==> src/rtl/rsc_map.svh <==
// Constants and field layout of the Reed-Solomon stream port logic
// Functional notes
// - Device drives sink_accept to pace upstream
// - Input beat sampled on the transfer edge
// - Beat taken only when offer and accept
// - sink_word ignored while sink_offer low
// - source_offer high exactly when output valid
// - With backpressure, advance on downstream_accept or while source_offer low
// - source_offer low while no new output
// - Corrected symbols leave in arrival order
// - corrected_count is ceil(log2(R+1)) bits wide
// - Count, failure, word merged into source_bundle
// - Lane offers masked while sink_offer low
// - Split code 0 one lane, 2 four
// - Master source_offer when any lane offers
// - Fracturable output bus packs all lane fields
// - Per-lane failure, first, last outputs, four bits
// - lane_fix_count reports errors, twelve bits
// - Everything runs on rising clock edge
// - Reset asynchronous assert, synchronous release; the flops here also release asynchronously, with no synchronizer
// - Input ready latency is zero
// - Encoder output six cycles after accept
`ifndef RSC_MAP_SVH
`define RSC_MAP_SVH
`define RSC_ENC_LATENCY 6
`define RSC_DEF_P 3
`define RSC_DEF_M 8
`define RSC_DEF_R 16
`define RSC_SKID_SLOTS 2
`define RSC_LANES 4
`define RSC_FR_SYM_W 320
`define RSC_FR_SLICE_W 80
`define RSC_FR_LANE_LSB 320
`define RSC_FR_MODE_LSB 324
`define RSC_FR_ALIGN_BIT 326
`define RSC_FR_IN_W 327
`define RSC_FR_OUT_W 350
`define RSC_FR_CNT_W 12
`define RSC_MODE_W 2
`define RSC_MODE_100G 2'h0
`define RSC_MODE_50G 2'h1
`define RSC_MODE_25G 2'h2
`define RSC_MODE_BAD 2'h3
`endif

==> src/rtl/rsc_pkg.sv <==
// Types shared by the Reed-Solomon stream port modules
`include "rsc_map.svh"
package rsc_pkg;
    typedef enum logic [`RSC_MODE_W-1:0] {
        RSC_SPLIT_1X = `RSC_MODE_100G,
        RSC_SPLIT_2X = `RSC_MODE_50G,
        RSC_SPLIT_4X = `RSC_MODE_25G,
        RSC_SPLIT_BAD = `RSC_MODE_BAD
    } rsc_split_t;
    typedef logic [`RSC_LANES-1:0] rsc_lanes_t;
    typedef logic [`RSC_FR_CNT_W-1:0] rsc_fix_cnt_t;
endpackage

==> src/rtl/rsc_beat_if.sv <==
// Valid/ready beat carrier between the skid stage and the pipeline
`timescale 1ns/1ns
`default_nettype none
interface rsc_beat_if #(parameter int W = 8);
    logic valid;
    logic ready;
    logic [W-1:0] data;
    modport src (output valid, output data, input ready);
    modport snk (input valid, input data, output ready);
endinterface
`default_nettype wire

==> src/rtl/rsc_skid.sv <==
// Two-slot input stage giving a registered sink_accept
`timescale 1ns/1ns
`default_nettype none
`include "rsc_map.svh"
module rsc_skid #(
    parameter int W = 8
) (
    input wire logic clk,
    input wire logic rst,
    input wire logic offer,
    input wire logic [W-1:0] word,
    input wire logic hold,
    output logic accept,
    rsc_beat_if.src out
);
    import rsc_pkg::*;

    logic [1:0] count_ff;
    logic [1:0] nxt_count;
    logic accept_ff;
    logic nxt_accept;
    logic [W-1:0] slot0_ff;
    logic [W-1:0] slot1_ff;
    logic take;
    logic pop;
    logic wr0;
    logic wr1;
    logic shift;

    // Content is looked at only on a real transfer, so idle words never land
    assign take = offer & accept_ff;
    assign pop = out.valid & out.ready;
    assign wr0 = take & ((count_ff == 2'h0) | ((count_ff == 2'h1) & pop));
    assign wr1 = take & (count_ff == 2'h1) & ~pop;
    assign shift = pop & (count_ff == 2'h2);
    assign nxt_count = 2'(count_ff + {1'b0, take} - {1'b0, pop});
    // Two slots let accept be a flip-flop yet keep one beat per cycle:
    // a beat can always land even if the pipeline stalls that same cycle
    assign nxt_accept = (nxt_count < 2'(`RSC_SKID_SLOTS)) & ~hold;
    assign accept = accept_ff;
    assign out.valid = (count_ff != 2'h0);
    assign out.data = slot0_ff;

    always_ff @(posedge clk or posedge rst) begin
        if (rst) begin
            count_ff <= 2'h0;
            accept_ff <= 1'b0;
        end else begin
            count_ff <= nxt_count;
            accept_ff <= nxt_accept;
        end
    end

    always_ff @(posedge clk) begin
        if (shift) begin
            slot0_ff <= slot1_ff;
        end else if (wr0) begin
            slot0_ff <= word;
        end
        if (wr1) begin
            slot1_ff <= word;
        end
    end
endmodule
`default_nettype wire

==> src/rtl/rsc_lane_map.sv <==
// Lane qualification of a fracturable input beat
`timescale 1ns/1ns
`default_nettype none
`include "rsc_map.svh"
module rsc_lane_map (
    input wire logic offer,
    input wire logic [`RSC_FR_IN_W-1:0] word,
    output logic [`RSC_FR_IN_W-1:0] beat
);
    import rsc_pkg::*;

    rsc_lanes_t lanes_raw;
    rsc_lanes_t lanes_live;
    rsc_split_t split;
    logic [`RSC_LANES-1:0] slice_ok;

    assign lanes_raw = word[`RSC_FR_LANE_LSB +: `RSC_LANES];
    assign split = rsc_split_t'(word[`RSC_FR_MODE_LSB +: `RSC_MODE_W]);
    assign lanes_live = lanes_raw & {`RSC_LANES{offer}};

    // Code 1 is taken as two half-rate lanes; code 3 qualifies nothing
    genvar q;
    generate
        for (q = 0; q < `RSC_LANES; q++) begin : g_slice
            assign slice_ok[q] = (split == RSC_SPLIT_1X) ? lanes_live[0] :
                                 (split == RSC_SPLIT_2X) ? lanes_live[q/2] :
                                 (split == RSC_SPLIT_4X) ? lanes_live[q] : 1'b0;
            assign beat[q*`RSC_FR_SLICE_W +: `RSC_FR_SLICE_W] =
                word[q*`RSC_FR_SLICE_W +: `RSC_FR_SLICE_W] & {`RSC_FR_SLICE_W{slice_ok[q]}};
        end
    endgenerate

    assign beat[`RSC_FR_LANE_LSB +: `RSC_LANES] = lanes_live;
    assign beat[`RSC_FR_MODE_LSB +: `RSC_MODE_W] = word[`RSC_FR_MODE_LSB +: `RSC_MODE_W];
    assign beat[`RSC_FR_ALIGN_BIT] = word[`RSC_FR_ALIGN_BIT] & offer;
endmodule
`default_nettype wire

==> src/rtl/rsc_stream_ports.sv <==
// Streaming sink/source port logic around a Reed-Solomon codec core
`timescale 1ns/1ns
`default_nettype none
`include "rsc_map.svh"
module rsc_stream_ports #(
    parameter int P = `RSC_DEF_P,
    parameter int M = `RSC_DEF_M,
    parameter int R = `RSC_DEF_R,
    parameter int LATENCY = `RSC_ENC_LATENCY,
    parameter bit BACKPRESSURE = 1'b0,
    parameter bit FRACT = 1'b0,
    localparam int DW = P * M,
    localparam int CW = $clog2(R + 1),
    localparam int IW = FRACT ? `RSC_FR_IN_W : DW,
    localparam int OW = FRACT ? `RSC_FR_OUT_W : (CW + 1 + DW)
) (
    input wire logic clk,
    input wire logic rst,
    input wire logic sink_offer,
    input wire logic [IW-1:0] sink_word,
    output logic sink_accept,
    input wire logic core_hold,
    input wire logic [DW-1:0] core_err_value,
    input wire rsc_pkg::rsc_fix_cnt_t core_fix_count,
    input wire rsc_pkg::rsc_lanes_t core_lane_fail,
    input wire rsc_pkg::rsc_lanes_t core_lane_first,
    input wire rsc_pkg::rsc_lanes_t core_lane_last,
    input wire logic downstream_accept,
    output logic source_offer,
    output logic [OW-1:0] source_bundle,
    output logic [DW-1:0] corrected_word,
    output logic [CW-1:0] corrected_count,
    output logic uncorrectable_flag,
    output rsc_pkg::rsc_lanes_t lane_offer_tx,
    output rsc_pkg::rsc_lanes_t lane_uncorrectable,
    output rsc_pkg::rsc_lanes_t lane_packet_first,
    output rsc_pkg::rsc_lanes_t lane_packet_last,
    output rsc_pkg::rsc_fix_cnt_t lane_fix_count,
    output rsc_pkg::rsc_split_t split_select_tx
);
    import rsc_pkg::*;

    // The skid stage adds no cycle after the take edge; the output register takes one
    localparam int DEPTH = (LATENCY > 2) ? (LATENCY - 1) : 1;

    rsc_beat_if #(.W(IW)) beat_if ();

    logic [IW-1:0] in_beat;
    logic adv;
    logic [DEPTH-1:0] pv_ff;
    logic [IW-1:0] pd_ff [DEPTH];
    logic tail_v;
    logic [IW-1:0] tail_d;
    logic [DW-1:0] tail_sym;
    logic [DW-1:0] nxt_word;

    logic nxt_offer;
    logic [OW-1:0] nxt_bundle;
    logic [CW-1:0] nxt_count;
    logic nxt_fail;
    rsc_lanes_t nxt_lanes;
    rsc_lanes_t nxt_lane_fail;
    rsc_lanes_t nxt_first;
    rsc_lanes_t nxt_last;
    rsc_fix_cnt_t nxt_fix;
    rsc_split_t nxt_split;

    logic source_offer_ff;
    logic [OW-1:0] source_bundle_ff;
    logic [DW-1:0] corrected_word_ff;
    logic [CW-1:0] corrected_count_ff;
    logic uncorrectable_ff;
    rsc_lanes_t lane_offer_tx_ff;
    rsc_lanes_t lane_uncorrectable_ff;
    rsc_lanes_t lane_packet_first_ff;
    rsc_lanes_t lane_packet_last_ff;
    rsc_fix_cnt_t lane_fix_count_ff;
    rsc_split_t split_select_tx_ff;

    // Input side: fracturable beats are lane-qualified before storage
    generate
        if (FRACT) begin : g_fr_in
            rsc_lane_map u_lane_map (
                .offer(sink_offer),
                .word(sink_word),
                .beat(in_beat)
            );
        end else begin : g_cu_in
            assign in_beat = sink_word;
        end
    endgenerate

    rsc_skid #(.W(IW)) u_skid (
        .clk(clk),
        .rst(rst),
        .offer(sink_offer),
        .word(in_beat),
        .hold(core_hold),
        .accept(sink_accept),
        .out(beat_if.src)
    );

    // Whole chain moves together; without backpressure it never stops,
    // which keeps the encoder delay fixed but drops output on a slow sink
    assign adv = ~BACKPRESSURE | ~source_offer_ff | downstream_accept;
    assign beat_if.ready = adv;

    genvar s;
    generate
        for (s = 0; s < DEPTH; s++) begin : g_pipe
            logic stage_v;
            logic [IW-1:0] stage_d;
            if (s == 0) begin : g_head
                assign stage_v = beat_if.valid;
                assign stage_d = beat_if.data;
            end else begin : g_body
                assign stage_v = pv_ff[s-1];
                assign stage_d = pd_ff[s-1];
            end
            always_ff @(posedge clk or posedge rst) begin
                if (rst) begin
                    pv_ff[s] <= 1'b0;
                end else if (adv) begin
                    pv_ff[s] <= stage_v;
                end
            end
            // Data order is a plain shift, so beats leave as they came
            always_ff @(posedge clk) begin
                if (adv) begin
                    pd_ff[s] <= stage_d;
                end
            end
        end
    endgenerate

    assign tail_v = pv_ff[DEPTH-1];
    assign tail_d = pd_ff[DEPTH-1];
    assign tail_sym = tail_d[DW-1:0];
    assign nxt_word = tail_sym ^ core_err_value;

    // Output side field selection
    generate
        if (FRACT) begin : g_fr_out
            rsc_lanes_t t_lanes;
            logic t_align;
            assign t_lanes = tail_d[`RSC_FR_LANE_LSB +: `RSC_LANES];
            assign t_align = tail_d[`RSC_FR_ALIGN_BIT];
            assign nxt_lanes = t_lanes & {`RSC_LANES{tail_v}};
            assign nxt_offer = |nxt_lanes;
            assign nxt_split = rsc_split_t'(tail_d[`RSC_FR_MODE_LSB +: `RSC_MODE_W]);
            assign nxt_lane_fail = core_lane_fail & nxt_lanes;
            // An alignment beat restarts every live lane at a codeword start
            assign nxt_first = (core_lane_first | (t_lanes & {`RSC_LANES{t_align}})) & nxt_lanes;
            assign nxt_last = core_lane_last & nxt_lanes;
            assign nxt_fix = core_fix_count;
            assign nxt_fail = |nxt_lane_fail;
            assign nxt_count = CW'(core_fix_count);
            assign nxt_bundle = {nxt_fix, nxt_lane_fail, nxt_last, nxt_first,
                                 nxt_split, nxt_lanes, nxt_word};
        end else begin : g_cu_out
            assign nxt_offer = tail_v;
            assign nxt_lanes = {{(`RSC_LANES-1){1'b0}}, tail_v};
            assign nxt_split = RSC_SPLIT_1X;
            assign nxt_lane_fail = core_lane_fail & nxt_lanes;
            assign nxt_first = core_lane_first & nxt_lanes;
            assign nxt_last = core_lane_last & nxt_lanes;
            assign nxt_fix = core_fix_count;
            assign nxt_fail = core_lane_fail[0] & tail_v;
            assign nxt_count = CW'(core_fix_count);
            assign nxt_bundle = {nxt_count, nxt_fail, nxt_word};
        end
    endgenerate

    // An empty tail loads a zero offer, so gaps show as low source_offer
    always_ff @(posedge clk or posedge rst) begin
        if (rst) begin
            source_offer_ff <= 1'b0;
            lane_offer_tx_ff <= '0;
            lane_uncorrectable_ff <= '0;
            lane_packet_first_ff <= '0;
            lane_packet_last_ff <= '0;
            uncorrectable_ff <= 1'b0;
        end else if (adv) begin
            source_offer_ff <= nxt_offer;
            lane_offer_tx_ff <= nxt_lanes;
            lane_uncorrectable_ff <= nxt_lane_fail;
            lane_packet_first_ff <= nxt_first;
            lane_packet_last_ff <= nxt_last;
            uncorrectable_ff <= nxt_fail;
        end
    end

    always_ff @(posedge clk or posedge rst) begin
        if (rst) begin
            source_bundle_ff <= '0;
            corrected_word_ff <= '0;
            corrected_count_ff <= '0;
            lane_fix_count_ff <= '0;
            split_select_tx_ff <= RSC_SPLIT_1X;
        end else if (adv) begin
            source_bundle_ff <= nxt_bundle;
            corrected_word_ff <= nxt_word;
            corrected_count_ff <= nxt_count;
            lane_fix_count_ff <= nxt_fix;
            split_select_tx_ff <= nxt_split;
        end
    end

    assign source_offer = source_offer_ff;
    assign source_bundle = source_bundle_ff;
    assign corrected_word = corrected_word_ff;
    assign corrected_count = corrected_count_ff;
    assign uncorrectable_flag = uncorrectable_ff;
    assign lane_offer_tx = lane_offer_tx_ff;
    assign lane_uncorrectable = lane_uncorrectable_ff;
    assign lane_packet_first = lane_packet_first_ff;
    assign lane_packet_last = lane_packet_last_ff;
    assign lane_fix_count = lane_fix_count_ff;
    assign split_select_tx = split_select_tx_ff;
endmodule
`default_nettype wire

==> config.mk <==
export PLATFORM = sky130hd
export DESIGN_NAME = rsc_stream_ports
export DESIGN_NICKNAME = d
export VERILOG_FILES = /design/src/rtl/rsc_pkg.sv /design/src/rtl/rsc_beat_if.sv /design/src/rtl/rsc_skid.sv /design/src/rtl/rsc_lane_map.sv /design/src/rtl/rsc_stream_ports.sv
export VERILOG_INCLUDE_DIRS = /design/src /design/src/rtl
export SDC_FILE = /design/constraint.sdc
export NUM_CORES = 1
export LEC_CHECK = 0
export BUFFER_PORTS_ARGS = -buffer_cell sky130_fd_sc_hd__buf_2
export CORE_MARGIN = 3
export CORE_UTILIZATION = 45
export CTS_BUF_LIST = sky130_fd_sc_hd__clkbuf_8
export CTS_CLUSTER_SIZE = 24
export DETAILED_ROUTE_END_ITERATION = 8
export PLACE_DENSITY = 0.7
export SETUP_SLACK_MARGIN = 0.02
export SLEW_MARGIN = 10
export SYNTH_ARGS = -nofsm -noshare
export SYNTH_HDL_FRONTEND = slang
export SYNTH_HIERARCHICAL = 1
export SYNTH_SLANG_ARGS = --single-unit
==> constraint.sdc <==
create_clock -name clk -period 2.8 [get_ports clk]
set_clock_uncertainty 0.05 [all_clocks]
set_input_delay 0.56 -clock clk [delete_from_list [all_inputs] [get_ports clk]]
set_output_delay 0.56 -clock clk [all_outputs]
set_load 0.05 [all_outputs]
==> run_results.csv <==
group,metric,value,unit
drt,via_per_inst,3.98,
finish,syn_to_final_growth,22.3,%
pwr,vdd_drop_max,422,µV
global_route,grt_pass1_vias,2778,
hold_path,min_path_cells,1,
yosys,ys_types,29,
setup_path,start_kind,"register",
drt,wl_per_cell,11.7,µm
sta,hold_viol_final,0,
outcome,outcome,"finished, violations left",
clock_tree,root_buffer,"clkbuf_8",
placed_design,gp_congestion,0.714,
pwr,swShare,0.299,
placed_design,hpwl,5580,µm
pwr,power.leakage,3.47,nW
clock_tree,cts_hold_buffers,1,
setup_path,rr_startpoint,"u_skid/count_ff[1]$_DFF_PP0_",
floorplanning,core-area,13400,µm²
sta,tightest_slew,3.43,ns
clock_tree,path_clk_slew,0.06,ns
setup_path,worstPathMaxFanout,8,
yosys,async_flop_share,0.222,
clock_tree,cts.sinks,216,
drt,antenna_left,0,
setup_path,crit_end,"u_skid/accept$_DFF_PP0_",
sta,setup_viol,0,
yosys,synth_edf_count,48,
drt,drt_wl_total,8140,µm
pwr,seq_power_share,0.475,
outcome,violations,"max-slew violations",
floorplanning,dieArea,15300,µm²
drt,vias,2766,
placed_design,numPortBuffers,144,
global_route,gr-total-overflow,0,
drt,drc,0,
setup_path,r2r_cells,6,
yosys,netlist.area_leader.share,0.386,
sta,finalSetupTns,0,ns
pwr,powerDensity,1160,nW/µm²
setup_path,rrSetupSlack,0.86,ns
sta,fin_crit_sh,0.693,
setup_path,cp-end-kind,"register",
global_route,grt_pass1_wl,12800,µm
flow_run,maxCapViolations,0,
floorplanning,die_y,124,µm
yosys,synthCells,346,
yosys,yosys_warnings,6,
yosys,synth_most_common_cell,"dfxtp_1",
setup_path,reg2reg_to,"u_skid/accept$_DFF_PP0_",
yosys,synth_area_leaders,"dfxtp_1 (39%), edfxtp_1 (23%), dfrtp_1 (19%)",
drt,drt_iter0_markers,103,
setup_path,crit_start,"u_skid/count_ff[1]$_DFF_PP0_",
finish,layout-drive-gt1-share,0.445,
finish,final_core_util,0.568,
yosys,synthTopCellsByCount,"dfxtp_1 (120), buf_4 (51), dfrtp_1 (48), edfxtp_1 (48), xor2_1 (25)",
pwr,switchingPower,0.00263,W
setup_path,required,3.16,ns
sta,min_period,1.94,ns
sta,slew_headroom,-1.29,
floorplanning,initial_core_util,0.464,
yosys,synthFlopType,"dfxtp_1",
floorplanning,die_w,124,µm
sta,slew_viol_final,25,
setup_path,cp_data_arrival_time,2.30,ns
yosys,synth_seq_area_share,0.811,
global_route,grt_max_degree,46,
yosys,synth_area,6220,µm²
clock_tree,cts_resized,0,
setup_path,crit_type,"register to register",
sta,fmax,0.515,GHz
finish,diodes,0,
floorplanning,ioPinCount,169,
yosys,ys_ff_latch,216,
drt,drt-pass1-iter-count,4,
clock_tree,clk_latency,0.47,ns
pwr,clock_power_share,0.326,
pwr,pwr-share-comb,0.198,
sta,rsz0062_at_grt,"false",
global_route,gr-usage-all-layers,0.105,
clock_tree,htreeDepth,2,
hold_path,hp-class,"input pin to register",
finish,finish.net_count,571,
floorplanning,num_rows,42,
clock_tree,tritoncts,"done",
finish,nFillCells,1057,
pwr,internal_power,0.00616,W
clock_tree,cts_setup_buffers,0,
yosys,yosysTopAreaCell,"dfxtp_1",
clock_tree,cts_buffers,35,
global_route,grt_antenna_before_repair,0,
yosys,avgSynthCellArea,18.0,µm²
clock_tree,clockBufferDepth,3,
[placed cells by master (no fill, tap or decap), types with 2 or more instances in the layout]
cell type  instances
and2_1             3
bufinv_16          4
clkbuf_8          43
clkinv_2           8
xor2_1            25
buf_4              2
mux2_2             4
mux2_4            20
buf_2            144
conb_1            19
dfxtp_1          120
nand2_1            3
or2_2              2
edfxtp_1          48
inv_1              8
dfrtp_1           48
[per-layer routing]
metal  GRT usage  routed length [µm]
met5           0                   0
met4      0.0588                 262
met3      0.0293                 645
met2       0.172                3980
met1       0.125                3250
[how the worst min path moves through the flow]
stage | from | to | slack, ns
after global placement | pd_ff[0][4]$_DFF_P_ | pd_ff[0][28]$_DFF_P_ | 0.26
final | core_fix_count[11] | lane_fix_count[11]$_DFF_PP0_ | 0.15
after CTS | core_fix_count[11] | lane_fix_count[11]$_DFF_PP0_ | 0.11
after floorplan | rst | u_skid/accept$_DFF_PP0_ | 0.26
after global routing | core_fix_count[11] | lane_fix_count[11]$_DFF_PP0_ | 0.11
after detailed placement | pd_ff[0][79]$_DFF_P_ | pd_ff[0][103]$_DFF_P_ | 0.26
[worst max-delay path, cell delays in order (launching register included)]
cell and delay [ns]:
dfrtp_1 0.45, or2_2 0.32, nand2_1 0.08, xor2_1 0.07
ha_1 0.26, or4b_1 0.56, nand3_1 0.09
[cell type report]
class,count,area [µm²],share of cell area
Clock buffer,43,592,0.0778
Clock inverter,20,195,0.0257
Inverter,2,7.51,0.000987
Multi-Input combinational cell,91,803,0.106
Sequential cell,216,5040,0.663
Tap cell,176,220,0.0289
Timing Repair Buffer,147,746,0.0980
[power groups by stage]
| stage | clock [W] | sequential, W | combinational, W |
|---|---|---|---|
| after floorplan | 0 | 0.00468 | 0.00108 |
| after global placement | 0 | 0.00422 | 0.00172 |
| after detailed placement | 0 | 0.00426 | 0.00176 |
| after CTS | 0.00299 | 0.00419 | 0.00176 |
| after global routing | 0.00314 | 0.00426 | 0.00184 |
| final | 0.00287 | 0.00418 | 0.00174 |
[cells by family after synthesis]
kind of cell | after synthesis | synth area share
AOI/OAI and AO/OA | 4 | 0.00483
xor gates and xnor gates | 26 | 0.0366
adders and majority gates | 1 | 0.00201
buffers and inverters | 56 | 0.0710
DFF | 216 | 0.811
muxes | 25 | 0.0571
other | 2 | 0.00121
and+or+nand+nor | 16 | 0.0161
[state kept, by name, summed over array words and instances, names as in the netlist]
name,count
pd_ff,120
u_skid/out.data,24
u_skid/slot1_ff,24
corrected_word,23
lane_fix_count,12
g_pipe.stage_v,4
source_bundle,2
u_skid/count_ff,2
lane_offer_tx,1
lane_packet_first,1
lane_packet_last,1
nxt_offer,1
u_skid/accept,1
[per-stage QoR]
stage          setup slack, ns  hold slack, ns  power, W  area (µm²)  cells
3_5_place_dp             0.816           0.262   0.00602        6810    631
2_1_floorplan            0.128           0.260   0.00576        6280    363
3_3_place_gp             0.904           0.260   0.00595        6810    631
4_1_cts                  0.858           0.113   0.00895        7610    695
6_report                 0.858           0.148   0.00879        7610    695
5_1_grt                  0.800           0.113   0.00925        7610    695
(Power assumes the default switching activity.)
